`src/design/cbl_pkg.sv`:
```
// shared constants for the channel self-test, loopback and link-fault block
package cbl_pkg;
	// apb register byte offsets
	localparam logic [7:0] CTRL_OFS = 8'h00;
	localparam logic [7:0] STAT_OFS = 8'h04;
	// control register field positions
	localparam int CTL_SELFTEST = 0;
	localparam int CTL_LOOPBACK = 1;
	localparam int CTL_RXSEL    = 2;
	localparam int CTL_RXEN     = 3;
	localparam int CTL_REFMODE  = 4;
	localparam int CTL_RATE     = 5;
	localparam int CTL_SPEED    = 6;
	localparam int CTL_AMP      = 8;
	localparam int CTL_DRV_A    = 10;
	localparam int CTL_DRV_B    = 11;
	localparam int CTL_WIDTH    = 12;
	// control value after reset: self-test off, drivers off
	localparam logic [11:0] CTRL_RESET = 12'h000;
	// self-test sequence lengths in characters
	localparam logic [9:0] PATTERN_CHARS = 10'h1FF;
	localparam logic [9:0] SYNC_CHARS    = 10'h010;
	// lfsr preset and fill character
	localparam logic [8:0] LFSR_PRESET = 9'h1FF;
	localparam logic [9:0] FILL_CHAR   = 10'h17C;
	// transition density limit in static characters
	localparam logic [2:0] DENSITY_CHARS = 3'h6;
	// range control sampling period in receive characters
	localparam logic [11:0] RANGE_PERIOD = 12'hFFF;
	localparam logic [4:0]  FORCE_CHARS  = 5'h10;
	// reference clock watchdog in system cycles
	localparam logic [7:0] REF_TIMEOUT = 8'h40;
	// system clock and settle time
	localparam int CLK_PERIOD_PS  = 5000;
	localparam int SETTLE_TIME_US = 250;
	localparam int SETTLE_CYCLES  = SETTLE_TIME_US * 1000000 / CLK_PERIOD_PS;
	// self-test sequencer states
	typedef enum logic [1:0] {
		BIST_IDLE = 2'b00,
		BIST_SYNC = 2'b01,
		BIST_PAT  = 2'b10
	} cbl_bist_t;
endpackage

```
`src/design/cbl_top.sv`:
```
// one transceiver channel: self-test, loopback, drivers, link fault
//
// What this block does
// - self-test turns transmit register into 511 lfsr
// - reset disables self-test on every channel
// - self-test ignores parallel byte and control
// - reference mode prefixes each pass with sync
// - rate select picks times 10 or 20
// - speed select picks one of three ranges
// - loopback forces enabled drivers to static one
// - loopback feeds transmit data to own receiver
// - loopback fault uses only range and density
// - drivers enabled singly, channel powers down
// - reset disables every serial driver
// - re-enabled channel flags out-of-spec settle time
// - receiver select picks one of two inputs
// - link valid only when all conditions hold
// - link fault changes only on receive clock
// - amplitude select 00 off, else threshold
// - amplitude monitor watches only selected receiver
// - fault after more than six static characters
// - disabled recovery shows constant link fault
// - out of range forces oscillator, fault low
//
// Register access over APB and the address map are this design's own decisions.
`timescale 1ns/1ps
`default_nettype none

// three-stage input synchroniser, change taken when stages two and three agree
module cbl_sync #(
	parameter int W = 1
) (
	input  wire logic         clk_i,
	input  wire logic         arst_n_i,
	input  wire logic [W-1:0] d_i,
	output var  logic [W-1:0] q_o
);
	logic [W-1:0] s1_reg; // first stage, read by s2 only
	logic [W-1:0] s2_reg;
	logic [W-1:0] s3_reg;

	// shift chain and per-bit agreement filter
	always_ff @(posedge clk_i or negedge arst_n_i) begin
		if (!arst_n_i) begin
			s1_reg <= '0;
			s2_reg <= '0;
			s3_reg <= '0;
			q_o    <= '0;
		end else begin
			s1_reg <= d_i;
			s2_reg <= s1_reg;
			s3_reg <= s2_reg;
			q_o    <= (q_o & ~(s2_reg ^ s3_reg)) | (q_o & (s2_reg ^ s3_reg));
			for (int i = 0; i < W; i++) begin
				if (s2_reg[i] == s3_reg[i]) begin
					q_o[i] <= s3_reg[i];
				end
			end
		end
	end
endmodule // cbl_sync

module cbl_top import cbl_pkg::*; #(
	parameter int SETTLE_CYC = SETTLE_CYCLES // shorten in simulation
) (
	// clock and reset
	input  wire logic        CLK_SYS_I,
	input  wire logic        ARST_N_I,
	// apb slave
	input  wire logic        PSEL_I,
	input  wire logic        PENABLE_I,
	input  wire logic        PWRITE_I,
	input  wire logic [7:0]  PADDR_I,
	input  wire logic [31:0] PWDATA_I,
	output logic      [31:0] PRDATA_O,
	output logic             PREADY_O,
	output logic             PSLVERR_O,
	// transmit side
	input  wire logic        CHANNEL_REFERENCE_CLOCK_I,
	input  wire logic [7:0]  TX_PARALLEL_BYTE_I,
	input  wire logic [1:0]  TX_CHAR_CONTROL_I,
	output logic             TX_CHAR_CLOCK_OUT_O,
	output logic      [9:0]  TX_CHAR_O,
	output logic             TX_CLOCK_MULTIPLIER_SELECT_O,
	output logic      [1:0]  SPEED_RANGE_SELECT_O,
	output logic             DRIVER_A_ENABLE_O,
	output logic             DRIVER_B_ENABLE_O,
	output logic             DRIVER_FORCE_ONE_O,
	output logic             CHANNEL_POWER_DOWN_O,
	output logic             TX_SETTLING_O,
	// receive side
	input  wire logic        RX_CHAR_CLOCK_I,
	input  wire logic [9:0]  PRIMARY_SERIAL_INPUT_I,
	input  wire logic [9:0]  SECONDARY_SERIAL_INPUT_I,
	input  wire logic [1:0]  PRIMARY_AMPLITUDE_I,
	input  wire logic [1:0]  SECONDARY_AMPLITUDE_I,
	input  wire logic        RX_FREQ_IN_RANGE_I,
	input  wire logic        EXTERNAL_LINK_CONDITION_I,
	output logic             LINE_RECEIVER_SELECT_O,
	output logic             LOCAL_LOOPBACK_ENABLE_O,
	output logic             RX_RECOVERY_ENABLE_O,
	output logic             RX_VCO_FORCE_O,
	output logic      [1:0]  AMPLITUDE_THRESHOLD_SELECT_O,
	output logic             LINK_FAULT_INDICATOR_N_O
);
	logic [CTL_WIDTH-1:0] ctrl_reg;      // software control word
	logic [27:0]          pin_s;         // synchronised pin inputs
	logic                 ref_s;         // reference clock level
	logic                 rxclk_s;       // receive char clock level
	logic [9:0]           pri_s;
	logic [9:0]           sec_s;
	logic [1:0]           pamp_s;
	logic [1:0]           samp_s;
	logic                 freq_s;
	logic                 ext_s;
	logic                 ref_d_reg;     // edge history
	logic                 rxclk_d_reg;
	logic                 tx_tick;       // one character time
	logic                 rx_tick;       // receive clock rising
	logic                 drv_on;
	logic                 drv_on_d_reg;
	cbl_bist_t            bist_reg;
	logic [9:0]           cnt_reg;       // characters sent in phase
	logic [8:0]           lfsr_reg;
	logic [9:0]           char_reg;
	logic                 clkout_reg;
	logic [31:0]          settle_reg;
	logic [7:0]           ref_wd_reg;    // cycles since last ref edge
	logic                 ref_ok;
	logic [9:0]           rx_char;       // character seen by recovery
	logic                 last_bit_reg;
	logic [2:0]           static_reg;    // static character run
	logic                 dens_fault;
	logic [11:0]          range_reg;
	logic [4:0]           force_reg;
	logic                 amp_ok;
	logic [1:0]           amp_lvl;
	logic                 link_ok;
	logic                 lfi_n_reg;
	logic                 apb_wr;
	logic                 hit;

	cbl_sync #(.W(28)) u_sync (
		.clk_i   (CLK_SYS_I),
		.arst_n_i(ARST_N_I),
		.d_i     ({CHANNEL_REFERENCE_CLOCK_I, RX_CHAR_CLOCK_I, PRIMARY_SERIAL_INPUT_I,
			SECONDARY_SERIAL_INPUT_I, PRIMARY_AMPLITUDE_I, SECONDARY_AMPLITUDE_I,
			RX_FREQ_IN_RANGE_I, EXTERNAL_LINK_CONDITION_I}),
		.q_o     (pin_s)
	);
	assign {ref_s, rxclk_s, pri_s, sec_s, pamp_s, samp_s, freq_s, ext_s} = pin_s;

	// apb: zero wait states, unmapped offsets answer with an error
	// status word is read only; writes to it are dropped quietly
	assign hit       = (PADDR_I == CTRL_OFS) || (PADDR_I == STAT_OFS);
	assign PREADY_O  = 1'b1;
	assign PSLVERR_O = PSEL_I & PENABLE_I & ~hit;
	assign apb_wr    = PSEL_I & PENABLE_I & PWRITE_I & (PADDR_I == CTRL_OFS);

	// control register; reset clears self-test and drivers
	always_ff @(posedge CLK_SYS_I or negedge ARST_N_I) begin
		if (!ARST_N_I) begin
			ctrl_reg <= CTRL_RESET;
		end else if (apb_wr) begin
			ctrl_reg <= PWDATA_I[CTL_WIDTH-1:0];
		end
	end

	// read mux, status word shows live block state
	always_comb begin
		PRDATA_O = '0;
		if (PADDR_I == CTRL_OFS) begin
			PRDATA_O[CTL_WIDTH-1:0] = ctrl_reg;
		end else if (PADDR_I == STAT_OFS) begin
			PRDATA_O[5:0] = {ref_ok, TX_SETTLING_O, amp_ok, dens_fault,
				RX_VCO_FORCE_O, lfi_n_reg};
		end
	end

	// configuration straight to the analog parts
	assign TX_CLOCK_MULTIPLIER_SELECT_O = ctrl_reg[CTL_RATE];
	assign SPEED_RANGE_SELECT_O         = ctrl_reg[CTL_SPEED+:2];
	assign LINE_RECEIVER_SELECT_O       = ctrl_reg[CTL_RXSEL];
	assign LOCAL_LOOPBACK_ENABLE_O      = ctrl_reg[CTL_LOOPBACK];
	assign RX_RECOVERY_ENABLE_O         = ctrl_reg[CTL_RXEN];
	assign AMPLITUDE_THRESHOLD_SELECT_O = ctrl_reg[CTL_AMP+:2];
	assign DRIVER_A_ENABLE_O            = ctrl_reg[CTL_DRV_A];
	assign DRIVER_B_ENABLE_O            = ctrl_reg[CTL_DRV_B];
	assign drv_on                       = DRIVER_A_ENABLE_O | DRIVER_B_ENABLE_O;
	assign CHANNEL_POWER_DOWN_O         = ~drv_on;
	// loopback keeps diagnostics off the line
	assign DRIVER_FORCE_ONE_O = LOCAL_LOOPBACK_ENABLE_O & drv_on;
	assign TX_CHAR_O           = char_reg;
	assign TX_CHAR_CLOCK_OUT_O = clkout_reg;
	assign TX_SETTLING_O       = (settle_reg != 32'h0);
	assign LINK_FAULT_INDICATOR_N_O = lfi_n_reg;

	// character time: each ref rise at x10, each ref edge at x20
	// a stalled reference stops ticks, so the character stream freezes
	assign tx_tick = ctrl_reg[CTL_RATE] ? (ref_s ^ ref_d_reg)
		: (ref_s & ~ref_d_reg);
	assign rx_tick = rxclk_s & ~rxclk_d_reg;

	// edge history and driver enable history
	always_ff @(posedge CLK_SYS_I or negedge ARST_N_I) begin
		if (!ARST_N_I) begin
			ref_d_reg    <= 1'b0;
			rxclk_d_reg  <= 1'b0;
			drv_on_d_reg <= 1'b0;
		end else begin
			ref_d_reg    <= ref_s;
			rxclk_d_reg  <= rxclk_s;
			drv_on_d_reg <= drv_on;
		end
	end

	// character clock out, one pulse per transmitted character
	always_ff @(posedge CLK_SYS_I or negedge ARST_N_I) begin
		if (!ARST_N_I) begin
			clkout_reg <= 1'b0;
		end else begin
			clkout_reg <= tx_tick & drv_on;
		end
	end

	// settle window after a fully disabled channel comes back
	always_ff @(posedge CLK_SYS_I or negedge ARST_N_I) begin
		if (!ARST_N_I) begin
			settle_reg <= 32'h0;
		end else if (drv_on & ~drv_on_d_reg) begin
			settle_reg <= 32'(SETTLE_CYC);
		end else if (settle_reg != 32'h0) begin
			settle_reg <= settle_reg - 32'h1;
		end
	end

	// self-test sequencer, advances one step per character
	always_ff @(posedge CLK_SYS_I or negedge ARST_N_I) begin
		if (!ARST_N_I) begin
			bist_reg <= BIST_IDLE;
			cnt_reg  <= 10'h000;
			lfsr_reg <= LFSR_PRESET;
		end else if (!ctrl_reg[CTL_SELFTEST]) begin
			bist_reg <= BIST_IDLE;
			cnt_reg  <= 10'h000;
			lfsr_reg <= LFSR_PRESET;
		end else if (tx_tick) begin
			unique case (bist_reg)
				BIST_IDLE: begin
					// reference mode opens with word sync
					bist_reg <= ctrl_reg[CTL_REFMODE] ? BIST_SYNC : BIST_PAT;
					cnt_reg  <= 10'h000;
				end
				BIST_SYNC: begin
					cnt_reg <= cnt_reg + 10'h001;
					if (cnt_reg == SYNC_CHARS - 10'h001) begin
						bist_reg <= BIST_PAT;
						cnt_reg  <= 10'h000;
						lfsr_reg <= LFSR_PRESET;
					end
				end
				BIST_PAT: begin
					// x^9 + x^5 + 1, maximal length 511
					lfsr_reg <= {lfsr_reg[7:0], lfsr_reg[8] ^ lfsr_reg[4]};
					cnt_reg  <= cnt_reg + 10'h001;
					if (cnt_reg == PATTERN_CHARS - 10'h001) begin
						cnt_reg  <= 10'h000;
						lfsr_reg <= LFSR_PRESET;
						if (ctrl_reg[CTL_REFMODE]) begin
							bist_reg <= BIST_SYNC;
						end
					end
				end
				default: bist_reg <= BIST_IDLE;
			endcase
		end
	end

	// transmit character register; power-down holds it at zero
	// stale parallel data never leaks out after power-down
	always_ff @(posedge CLK_SYS_I or negedge ARST_N_I) begin
		if (!ARST_N_I) begin
			char_reg <= 10'h000;
		end else if (!drv_on) begin
			char_reg <= 10'h000;
		end else if (tx_tick) begin
			if (bist_reg == BIST_SYNC) begin
				char_reg <= FILL_CHAR;
			end else if (bist_reg == BIST_PAT) begin
				// parallel inputs ignored while testing
				char_reg <= {lfsr_reg[0], lfsr_reg};
			end else if (!ctrl_reg[CTL_SELFTEST]) begin
				char_reg <= {TX_CHAR_CONTROL_I, TX_PARALLEL_BYTE_I};
			end
		end
	end

	// reference clock presence watchdog
	// a missing reference leaves the counter parked at its limit
	always_ff @(posedge CLK_SYS_I or negedge ARST_N_I) begin
		if (!ARST_N_I) begin
			ref_wd_reg <= REF_TIMEOUT;
		end else if (ref_s ^ ref_d_reg) begin
			ref_wd_reg <= 8'h00;
		end else if (ref_wd_reg != REF_TIMEOUT) begin
			ref_wd_reg <= ref_wd_reg + 8'h01;
		end
	end
	assign ref_ok = (ref_wd_reg != REF_TIMEOUT);

	// recovery input: looped transmit data or the selected receiver
	assign rx_char = LOCAL_LOOPBACK_ENABLE_O ? char_reg
		: (LINE_RECEIVER_SELECT_O ? sec_s : pri_s);

	// transition density on the recovered stream
	// counting whole characters is coarser than a bit run, so a
	// fault may need up to two characters more than sixty bits
	always_ff @(posedge CLK_SYS_I or negedge ARST_N_I) begin
		if (!ARST_N_I) begin
			last_bit_reg <= 1'b0;
			static_reg   <= 3'h0;
		end else if (rx_tick) begin
			last_bit_reg <= rx_char[9];
			if (rx_char == {10{last_bit_reg}}) begin
				// saturate one past the limit
				if (static_reg != DENSITY_CHARS + 3'h1) begin
					static_reg <= static_reg + 3'h1;
				end
			end else begin
				static_reg <= 3'h0;
			end
		end
	end
	assign dens_fault = (static_reg > DENSITY_CHARS);

	// range control: sample every period, force for a short burst
	// free-running count; the rate flag is only looked at on the wrap
	always_ff @(posedge CLK_SYS_I or negedge ARST_N_I) begin
		if (!ARST_N_I) begin
			range_reg <= 12'h000;
			force_reg <= 5'h00;
		end else if (rx_tick) begin
			range_reg <= range_reg + 12'h001;
			if (force_reg != 5'h00) begin
				force_reg <= force_reg - 5'h01;
			end else if (range_reg == RANGE_PERIOD && !freq_s) begin
				force_reg <= FORCE_CHARS;
			end
		end
	end
	assign RX_VCO_FORCE_O = (force_reg != 5'h00);

	// amplitude against threshold, selected receiver only
	assign amp_lvl = LINE_RECEIVER_SELECT_O ? samp_s : pamp_s;
	assign amp_ok  = LOCAL_LOOPBACK_ENABLE_O
		|| (AMPLITUDE_THRESHOLD_SELECT_O == 2'b00)
		|| (amp_lvl >= AMPLITUDE_THRESHOLD_SELECT_O);

	// every condition must hold; loopback drops the external ones
	assign link_ok = RX_RECOVERY_ENABLE_O & freq_s & ~RX_VCO_FORCE_O
		& ~dens_fault & amp_ok
		& (LOCAL_LOOPBACK_ENABLE_O | (ref_ok & ~ext_s));

	// fault output moves only on receive clock edges
	// the edge detect adds sync delay, so the output lags a few cycles
	always_ff @(posedge CLK_SYS_I or negedge ARST_N_I) begin
		if (!ARST_N_I) begin
			lfi_n_reg <= 1'b0;
		end else if (rx_tick) begin
			lfi_n_reg <= link_ok;
		end
	end
endmodule // cbl_top

`default_nettype wire

```
`config.mk`:
```
export PLATFORM = sky130hd
export DESIGN_NAME = cbl_top
export DESIGN_NICKNAME = d
export VERILOG_FILES = /design/src/design/cbl_pkg.sv /design/src/design/cbl_top.sv
export SDC_FILE = /design/constraint.sdc
export NUM_CORES = 1
export LEC_CHECK = 0
export ABC_AREA = 1
export BUFFER_PORTS_ARGS = -buffer_cell sky130_fd_sc_hd__buf_2
export CAP_MARGIN = 20
export CORE_MARGIN = 2
export CORE_UTILIZATION = 50
export CTS_CLUSTER_DIAMETER = 80
export DETAILED_ROUTE_END_ITERATION = 16
export GPL_TIMING_DRIVEN = 0
export PLACE_DENSITY = 0.75
export SLEW_MARGIN = 20
export SYNTH_ARGS = -nofsm -noshare
export SYNTH_HDL_FRONTEND = slang
export SYNTH_SLANG_ARGS = --single-unit
```
`constraint.sdc`:
```
create_clock -name CLK_SYS_I -period 4.13 [get_ports CLK_SYS_I]
set_clock_uncertainty 0.1 [all_clocks]
set_input_delay 0.826 -clock CLK_SYS_I [delete_from_list [all_inputs] [get_ports CLK_SYS_I]]
set_output_delay 0.826 -clock CLK_SYS_I [all_outputs]
set_load 0.02 [all_outputs]
```
=== After elaboration in Yosys (flattened, before gate mapping) ===
Index checks and enable logic that the tools add are counted.
W data, S select, Z words.

* Bitwise operators: 32
* $add $sub $neg: 6
* Equal/unequal tests: 46
* Reduce and logical (&&, ||, !) cells: 19
* Magnitude comparators: 2
* Muxes and demuxes: 65

{| class="wikitable"
|+ Operators with widths
! kind !! count
|-
| $mux W10 || 11
|-
| $mux W32 || 2
|-
| $and A28 B28 Y28 || 2
|-
| $mux W9 || 4
|-
| $reduce_bool A32 Y1 || 1
|-
| $sub A32 B1 Y32 const B || 1
|-
| $pmux W10 S3 || 1
|-
| $mux W1 || 29
|-
| $eq A1 B1 Y1 || 28
|-
| $not A28 Y28 || 1
|-
| $or A28 B28 Y28 || 1
|-
| $xor A28 B28 Y28 || 1
|-
| $mux W6 || 3
|-
| $pmux W9 S2 || 1
|-
| $mux W8 || 2
|-
| $and A1 B1 Y1 || 15
|-
| $mux W2 || 7
|-
| $add A12 B1 Y12 const B || 1
|-
| $eq A12 B12 Y1 const B || 1
|-
| $ne A3 B3 Y1 const B || 4
|-
| $add A10 B1 Y10 const B || 1
|-
| $eq A10 B10 Y1 || 1
|-
| $eq A10 B4 Y1 const B || 1
|-
| $eq A10 B9 Y1 const B || 1
|-
| 30 further kinds || 50
|}

* Flip-flop bits (word level): 221
* Input port bits: 83

=== Longest topological paths before layout ===
Gate-level depths: netlist of the first run.

* Depth in word-level cells: 6
* Depth in mapped cells: 13

=== Cells and area by module ===
From an unflattened synthesis of the first run, not the netlist that was laid out.

* Cell total of the unflattened synthesis: 1102
* Area, all modules: 9756.9 sq um

{| class="wikitable"
|+ By module, submodules not included
! module !! cells an instance !! times used !! seq. area each (sq um) !! area an instance (sq um)
|-
| cbl_top || 878 || 1 || 2740.1 || 6498.7
|-
| cbl_sync || 224 || 1 || 2802.7 || 3258.1
|}

=== Least setup slack after synthesis of the first run ===
OpenSTA, ideal clock, no wires.

* Kind: input port to output port
* From: in PADDR_I[5]
* To: out PRDATA_O[1]
* Data arrival time: 1.918 ns
* Buffers on the path: 1
* Setup slack: 1.286 ns
* Stages: 4
* Data required time: 3.204 ns
* Path through: nor4_2 nand3_1 clkbuf_1 o22ai_1

* Longest elaborated chain between the ends: 3
* Elaborated cells on any way between the ends: 4
* Classes of those cells: 1 x eq/ne; 2 x mux; 1 x reduce/logical

{| class="wikitable"
|+ RTL lines
! element !! RTL line !! text
|-
| from (decl) || cbl_top.sv:73 || <nowiki>input wire logic [7:0] PADDR_I,</nowiki>
|-
| $eq A8 B3 Y1 || cbl_top.sv:174 || <nowiki>end else if (PADDR_I == STAT_OFS) begin</nowiki>
|-
| $mux W6 || cbl_top.sv:174 ||
|-
| $mux W6 (*) || cbl_top.sv:172 || <nowiki>if (PADDR_I == CTRL_OFS) begin</nowiki>
|-
| to (decl) || cbl_top.sv:75 || <nowiki>output logic [31:0] PRDATA_O,</nowiki>
|}

Every way passes the cells marked *; elsewhere a longest branch is shown, timed or not.

=== Worst setup path in the final report of the first run ===
* From: reg ctrl_reg[2]
* To: out PRDATA_O[3]

* Longest elaborated chain between the ends: 5

{| class="wikitable"
|+ RTL lines
! element !! RTL line !! text
|-
| from (decl) || cbl_top.sv:106 || <nowiki>logic [CTL_WIDTH-1:0] ctrl_reg;</nowiki>
|-
| from (signal assigned) || cbl_top.sv:165 || <nowiki>ctrl_reg <= PWDATA_I[CTL_WIDTH-1:0];</nowiki>
|-
| $mux W2 || cbl_top.sv:354 || <nowiki>assign amp_lvl = LINE_RECEIVER_SELECT_O ? samp_s : pamp_s;</nowiki>
|-
| $ge A2 B2 Y1 || cbl_top.sv:357 || <nowiki>|| (amp_lvl >= AMPLITUDE_THRESHOLD_SELECT_O);</nowiki>
|-
| $logic_or A1 B1 Y1 || cbl_top.sv:357 ||
|-
| $mux W6 || cbl_top.sv:174 ||
|-
| $mux W6 || cbl_top.sv:172 ||
|}

Every way passes these cells.

==> metrics.txt, run 1 <==
status finished, final reports clean; all-layer global routing usage 20.2%; count of distinct cell types in the synthesized netlist 48; library cell with the highest instance count after synthesis sky130_fd_sc_hd__dfrtp_1; Post-CTS Setup Bufs 0; average footprint of a synthesized cell 9.48 sq um; depth of the CTS H-tree 1; delay of the slowest cell on the worst path 0.46 ns; routed wire length 20300 um; TritonCTS Sinks 221; Hold Worst Slack 0.167 ns; area growth from synthesis to final layout 17.8%; post-synthesis async set-or-reset flop share 100%; CTS clk-pin slew, worst paths 0.06 ns; violation count after the first detailed-route iteration 406; vias after detailed routing 7196; fraction of layout instances using a drive strength above 1 18.1%; worst rel slew slack 56.6%; hold buffer count at cts 0; fraction of synthesized cell area taken by the top area cell type 54.3%; detailed-route wire length per cell 14.0 um; highest attainable clock frequency 276 MHz; Leak 0.00564 uW; first-pass GRT wire length 33600 um; width of the chip 143 um; ordered list of cells on the worst path buf_4 > mux2i_1 > ha_1 > inv_1 > a21boi_0 > nor4_1 > o22ai_1 > buf_2; total of max-cap violations 0; CTS Buffer Depth 3; TritonCTS clock tree built; share of the cycle needed by the critical path after routing 87.6%; largest net degree at the start of global routing 84; Floorplan Core Area 19300 sq um; Placed Instances 1413; # setup viols final 0; kind of capture point of the worst setup path primary output; register bit total from synthesis 221; fin nets 1273; count of standard-cell rows 51; Final Hold Fails 0; most numerous cell types in the synthesized netlist sky130_fd_sc_hd__dfrtp_1, sky130_fd_sc_hd__nand2_1, sky130_fd_sc_hd__inv_1; HPWL after detailed placement 14700 um; initial core utilization 50.5%; Max stage delay cell, worst path sky130_fd_sc_hd__dfrtp_1; dominant register cell in the synthesized netlist sky130_fd_sc_hd__dfrtp_1; largest voltage drop on the vdd net 326 uV; max-slew violation count 0; slew at the pin with the worst max-slew slack 0.648 ns; dominant cells by area after synthesis sky130_fd_sc_hd__dfrtp_1, sky130_fd_sc_hd__nand2_1, sky130_fd_sc_hd__inv_1, sky130_fd_sc_hd__nor2_1, sky130_fd_sc_hd__o21ai_0; top cell type by total area after synthesis sky130_fd_sc_hd__dfrtp_1; mapped cell area 9720 sq um; Arrival @ worst endpoint 2.69 ns; number of enable flip-flop cells after synthesis 0; gate count after technology mapping 1026; count of TritonRoute iterations in the first routing pass 5; number of buffer cells added on primary ports 101; master cell of the clock root buffer sky130_fd_sc_hd__clkbuf_16; Setup crit start kind flip-flop; final critical delay including setup and external delays 3.62 ns; number of primary I/O pins 143; critical path class flip-flop to primary output; number of warnings reported in the yosys synthesis log 0; post-cts sizing count 0; maximum fanout along the worst path 10; Total Die Area 20600 sq um; required time at the worst-slack endpoint 3.20 ns; overall overflow remaining after global route 0; number of remaining DRC errors 0; non-filler instance count after layout 1452; Routed Antenna Nets 0; vertical die dimension 143 um; via count normalized by instance count 4.96; total power after layout 5600 uW; total CTS buffers 23; weighted congestion at the end of routability-driven global placement 0.934; Antenna Cells 0; path category of the worst min-delay check input port to async pin; via count of the first global-routing pass 6926; unrepaired setup endpoints after global routing false; power per cell area 489 nW/um^2; sequential element share of the synthesized area 57.0%; latest clock arrival within the worst-skew pair 0.51 ns; number of antenna violations at the first check in global routing 0; Setup TNS 0 ns
## cell families after synthesis
kind of cell               after synthesis  share of synthesized area [%]
muxes                                    1                          0.103
other                                    2                         0.0772
buffers and inverters                  174                           8.09
AOI/OAI and AO/OA                      138                           7.95
adders and majority gates               45                           5.07
and+or+nand+nor                        414                           18.9
DFF                                    221                           57.0
xor gates and xnor gates                31                           2.79
## metrics by stage
stage	setup slack, ns	util [%]	cell area [sq um]
detailed placement	0.825	55.5	10700
floorplan	1.29	-	9800
CTS	0.563	59.5	11500
global placement	-1.54	55.2	10600
global route	0.365	59.5	11500
finish	0.512	59.5	11500
## critical path, delay by kind of cell, from the launching register on
kind | cells | cell delay [ns]
and+or+nand+nor | 1 | 0.27
buffers and inverters | 3 | 0.48
DFF | 1 | 0.46
muxes | 1 | 0.45
AOI/OAI and AO/OA | 2 | 0.21
adders and majority gates | 1 | 0.32
## power by group
group          total [uW]  switching [uW]  internal [uW]  leakage, uW
logic                 923             576            346      0.00253
registers            2610             197           2410      0.00274
clock network        2070             811           1260     0.000369
## final timing paths
path	startpoint	to	slack [ns]	cells after the start
min in group CLK_SYS_I	u_sync.s1_reg[4]	u_sync.s2_reg[4]	0.25	0
setup reg to reg	ctrl_reg[2]	LINK_FAULT_INDICATOR_N_O	1.85	8
max in group asynchronous	ARST_N_I	lfsr_reg[4]	2.61	3
setup / recovery	ctrl_reg[2]	PRDATA_O[3]	0.51	8
hold / removal	ARST_N_I	u_sync.s2_reg[7]	0.17	1
hold reg to reg	u_sync.s1_reg[4]	u_sync.s2_reg[4]	0.25	0
## metal layers
metal,global-route usage [%],vias to the layer above,wire [um]
li1,-,3559,-
met1,28.5,3405,9190
met2,33.2,197,9530
met3,3.07,35,1080
met4,5.01,0,462
met5,0,-,0
## area by class of cell
type | count | area (sq um)
fill | 1668 | 7810
sequential | 221 | 5540
multi-input combinational | 650 | 3470
clock buffer | 30 | 632
timing repair buffer | 103 | 571
inverter | 132 | 498
tap | 265 | 332
buffer | 42 | 289
clock inverter | 9 | 129
## placed cells by master (no fill, tap or decap), types with 4 or more instances in the layout
cell type / n
sky130_fd_sc_hd__inv_1: 124
sky130_fd_sc_hd__buf_4: 31
sky130_fd_sc_hd__xnor2_1: 8
sky130_fd_sc_hd__o21ai_1: 10
sky130_fd_sc_hd__inv_2: 7
sky130_fd_sc_hd__nor3_1: 20
sky130_fd_sc_hd__nand3_1: 45
sky130_fd_sc_hd__nor2_1: 107
sky130_fd_sc_hd__xor2_1: 23
sky130_fd_sc_hd__a31oi_1: 5
sky130_fd_sc_hd__a21oi_1: 37
sky130_fd_sc_hd__nor2_4: 4
sky130_fd_sc_hd__nand4_1: 15
sky130_fd_sc_hd__nand2_1: 192
sky130_fd_sc_hd__clkbuf_16: 23
sky130_fd_sc_hd__o22ai_1: 15
sky130_fd_sc_hd__maj3_1: 28
sky130_fd_sc_hd__dfstp_2: 10
sky130_fd_sc_hd__conb_1: 21
sky130_fd_sc_hd__nor2_2: 4
sky130_fd_sc_hd__o21ai_0: 63
sky130_fd_sc_hd__buf_2: 104
sky130_fd_sc_hd__ha_1: 17
sky130_fd_sc_hd__dfrtp_1: 211
sky130_fd_sc_hd__clkbuf_1: 8
sky130_fd_sc_hd__nor4_1: 6
(Power assumes the default switching activity.)
==> inputs of run 2 (changes only) <==
Settings changed: CELL_PAD_IN_SITES_DETAIL_PLACEMENT set to 0, CELL_PAD_IN_SITES_GLOBAL_PLACEMENT set to 1, CORE_UTILIZATION 50 to 47, PLACE_DENSITY 0.75 to 0.89.
==> run 2 against run 1 <==
  * Die area up 6.2%
  * Utilization down 2.8 points
  * Highest routed layer unchanged
  * Global-route usage down 0.61 points
  * Cell area up 0.29%
  * Setup slack better by 0.087 ns
  * Largest power group unchanged
  * Total power up 1.2%
  * Critical path depth up 1
  * Sequential share of layout area down 0.14 points
  * Non-clock buffer count unchanged
  * First-iteration DRC count up 29%
  * Flip-flop and latch count unchanged
==> metrics.txt, run 2 (synthesized netlist as in run 1, its figures left out) <==
status finished, final reports clean; Antenna Cells 0; min setup slack post-route 0.599 ns; maximum fanout along the worst path 10; final critical delay including setup and external delays 3.53 ns; Worst Setup Slack post-DPL 0.746 ns; count of TritonRoute iterations in the first routing pass 5; all-layer global routing usage 19.6%; HPWL after detailed placement 15400 um; max-slew violation count 0; final instance area 11500 sq um; routed wire length 21200 um; cell internal pwr 4040 uW; CTS clk-pin slew, worst paths 0.06 ns; post-cts sizing count 0; TritonCTS clock tree built; initial core utilization 47.9%; master cell of the clock root buffer sky130_fd_sc_hd__clkbuf_16; Net Switching 1630 uW; Total Die Area 21900 sq um; detailed-route wire length per cell 14.5 um; Setup crit start kind flip-flop; area growth from synthesis to final layout 18.2%; number of remaining DRC errors 0; width of the chip 148 um; violation count after the first detailed-route iteration 522; non-filler instance count after layout 1459; number of primary I/O pins 143; depth of the CTS H-tree 1; Placed Instances 1418; worst rel slew slack 46.5%; unrepaired setup endpoints after global routing false; Post-CTS Setup Bufs 0; leading cell type in the layout, fill and taps excluded sky130_fd_sc_hd__dfrtp_1; total of max-cap violations 0; via count normalized by instance count 4.90; via count of the first global-routing pass 6762; Floorplan Core Area 20300 sq um; commonest cells after routing, fill and taps aside sky130_fd_sc_hd__dfrtp_1, sky130_fd_sc_hd__nand2_1, sky130_fd_sc_hd__inv_1, sky130_fd_sc_hd__nor2_1, sky130_fd_sc_hd__buf_2; Hold Worst Slack 0.103 ns; critical path class flip-flop to primary output; latest clock arrival within the worst-skew pair 0.51 ns; overall overflow remaining after global route 0; Arrival @ worst endpoint 2.60 ns; power per cell area 493 nW/um^2; hold buffer count at cts 0; largest net degree at the start of global routing 103; Setup TNS 0 ns; Combinational Power Share 16.4%; Leak 0.00565 uW; Clk network pwr share 37.6%; vertical die dimension 148 um; TritonCTS Sinks 221; delay of the slowest cell on the worst path 0.45 ns; Final Hold Fails 0; required time at the worst-slack endpoint 3.20 ns; first-pass GRT wire length 34500 um; buffers and inverters on the worst path 3; slew at the pin with the worst max-slew slack 0.799 ns; Max stage delay cell, worst path sky130_fd_sc_hd__dfrtp_1; # setup viols final 0; number of antenna violations at the first check in global routing 0; delay-heaviest family, CP simple AND/OR/NAND/NOR gates; weighted congestion at the end of routability-driven global placement 0.917; fin nets 1273; cell area after placement 10700 sq um; Routed Antenna Nets 0; highest attainable clock frequency 283 MHz; total CTS buffers 23; ordered list of cells on the worst path inv_2 > buf_2 > nand2_1 > nand2_1 > ha_1 > a21boi_0 > nor4_1 > o22ai_1 > buf_2; CTS Buffer Depth 3; switching part of the total power 28.7%; largest voltage drop on the vdd net 341 uV; share of the cycle needed by the critical path after routing 85.5%; kind of capture point of the worst setup path primary output; fraction of layout instances using a drive strength above 1 18.3%; number of buffer cells added on primary ports 101; vias after detailed routing 7152; sequential cell fraction of total power 46.0%; count of standard-cell rows 52; path category of the worst min-delay check input port to async pin
-- run 2: changes by cell type in the layout (fill, tap and decap cells not counted) --
cell and delta:
sky130_fd_sc_hd__clkbuf_8 +1, sky130_fd_sc_hd__clkbuf_1 -1, sky130_fd_sc_hd__clkinv_4 +3, sky130_fd_sc_hd__inv_6 -1
-- run 2: cell type report --
class                      count  area (sq um)
inverter                     132           498
sequential                   221          5540
tap                          270           338
clock inverter                11           146
fill                        1869          8810
buffer                        42           289
timing repair buffer         103           571
clock buffer                  30           642
multi-input combinational    650          3470
-- run 2: worst reg2reg max path: stages (launching register included) --
cell and delay (ns):
sky130_fd_sc_hd__dfrtp_1 0.41, sky130_fd_sc_hd__ha_1 0.29, sky130_fd_sc_hd__buf_2 0.20, sky130_fd_sc_hd__nand2_1 0.06, sky130_fd_sc_hd__o21ai_1 0.31, sky130_fd_sc_hd__nand2_1 0.22
sky130_fd_sc_hd__o31ai_4 0.19, sky130_fd_sc_hd__inv_1 0.22, sky130_fd_sc_hd__nand3_1 0.16, sky130_fd_sc_hd__o21ai_0 0.09
-- run 2: path summary, 6_finish.rpt --
kind                       depth (start not counted)                to  slack, ns             start
max                                                9       PRDATA_O[3]       0.60       ctrl_reg[2]
min                                                1        cnt_reg[1]       0.10          ARST_N_I
max reg2reg                                        9        cnt_reg[1]       1.76         flip-flop
min reg2reg                                        0  u_sync.s2_reg[9]       0.25  u_sync.s1_reg[9]
max in group asynchronous                          3       lfsr_reg[7]       2.65          ARST_N_I
min in group CLK_SYS_I                             0  u_sync.s2_reg[9]       0.25  u_sync.s1_reg[9]
-- run 2: per-stage QoR --
stage               total power [uW]  util (%)
global route                    5980      56.6
finish                          5670      56.6
global placement                3540      52.4
detailed placement              3560      52.7
floorplan                       3270         -
CTS                             5720      56.6
-- run 2: power groups by stage --
stage	sequential, uW	clock [uW]	combinational [uW]
after global placement	2640	0	900
after floorplan	2590	0	684
after CTS	2610	2180	929
after detailed placement	2640	0	926
final	2610	2130	927
after global routing	2640	2270	1070
-- run 2: per-layer routing --
layer / GRT usage [%] / wire [um] / vias up
met5: 0 / 0 / -
met2: 31.2 / 9670 / 171
met3: 3.02 / 1030 / 34
met4: 4.38 / 452 / 0
met1: 28.7 / 10100 / 3386
li1: - / - / 3561
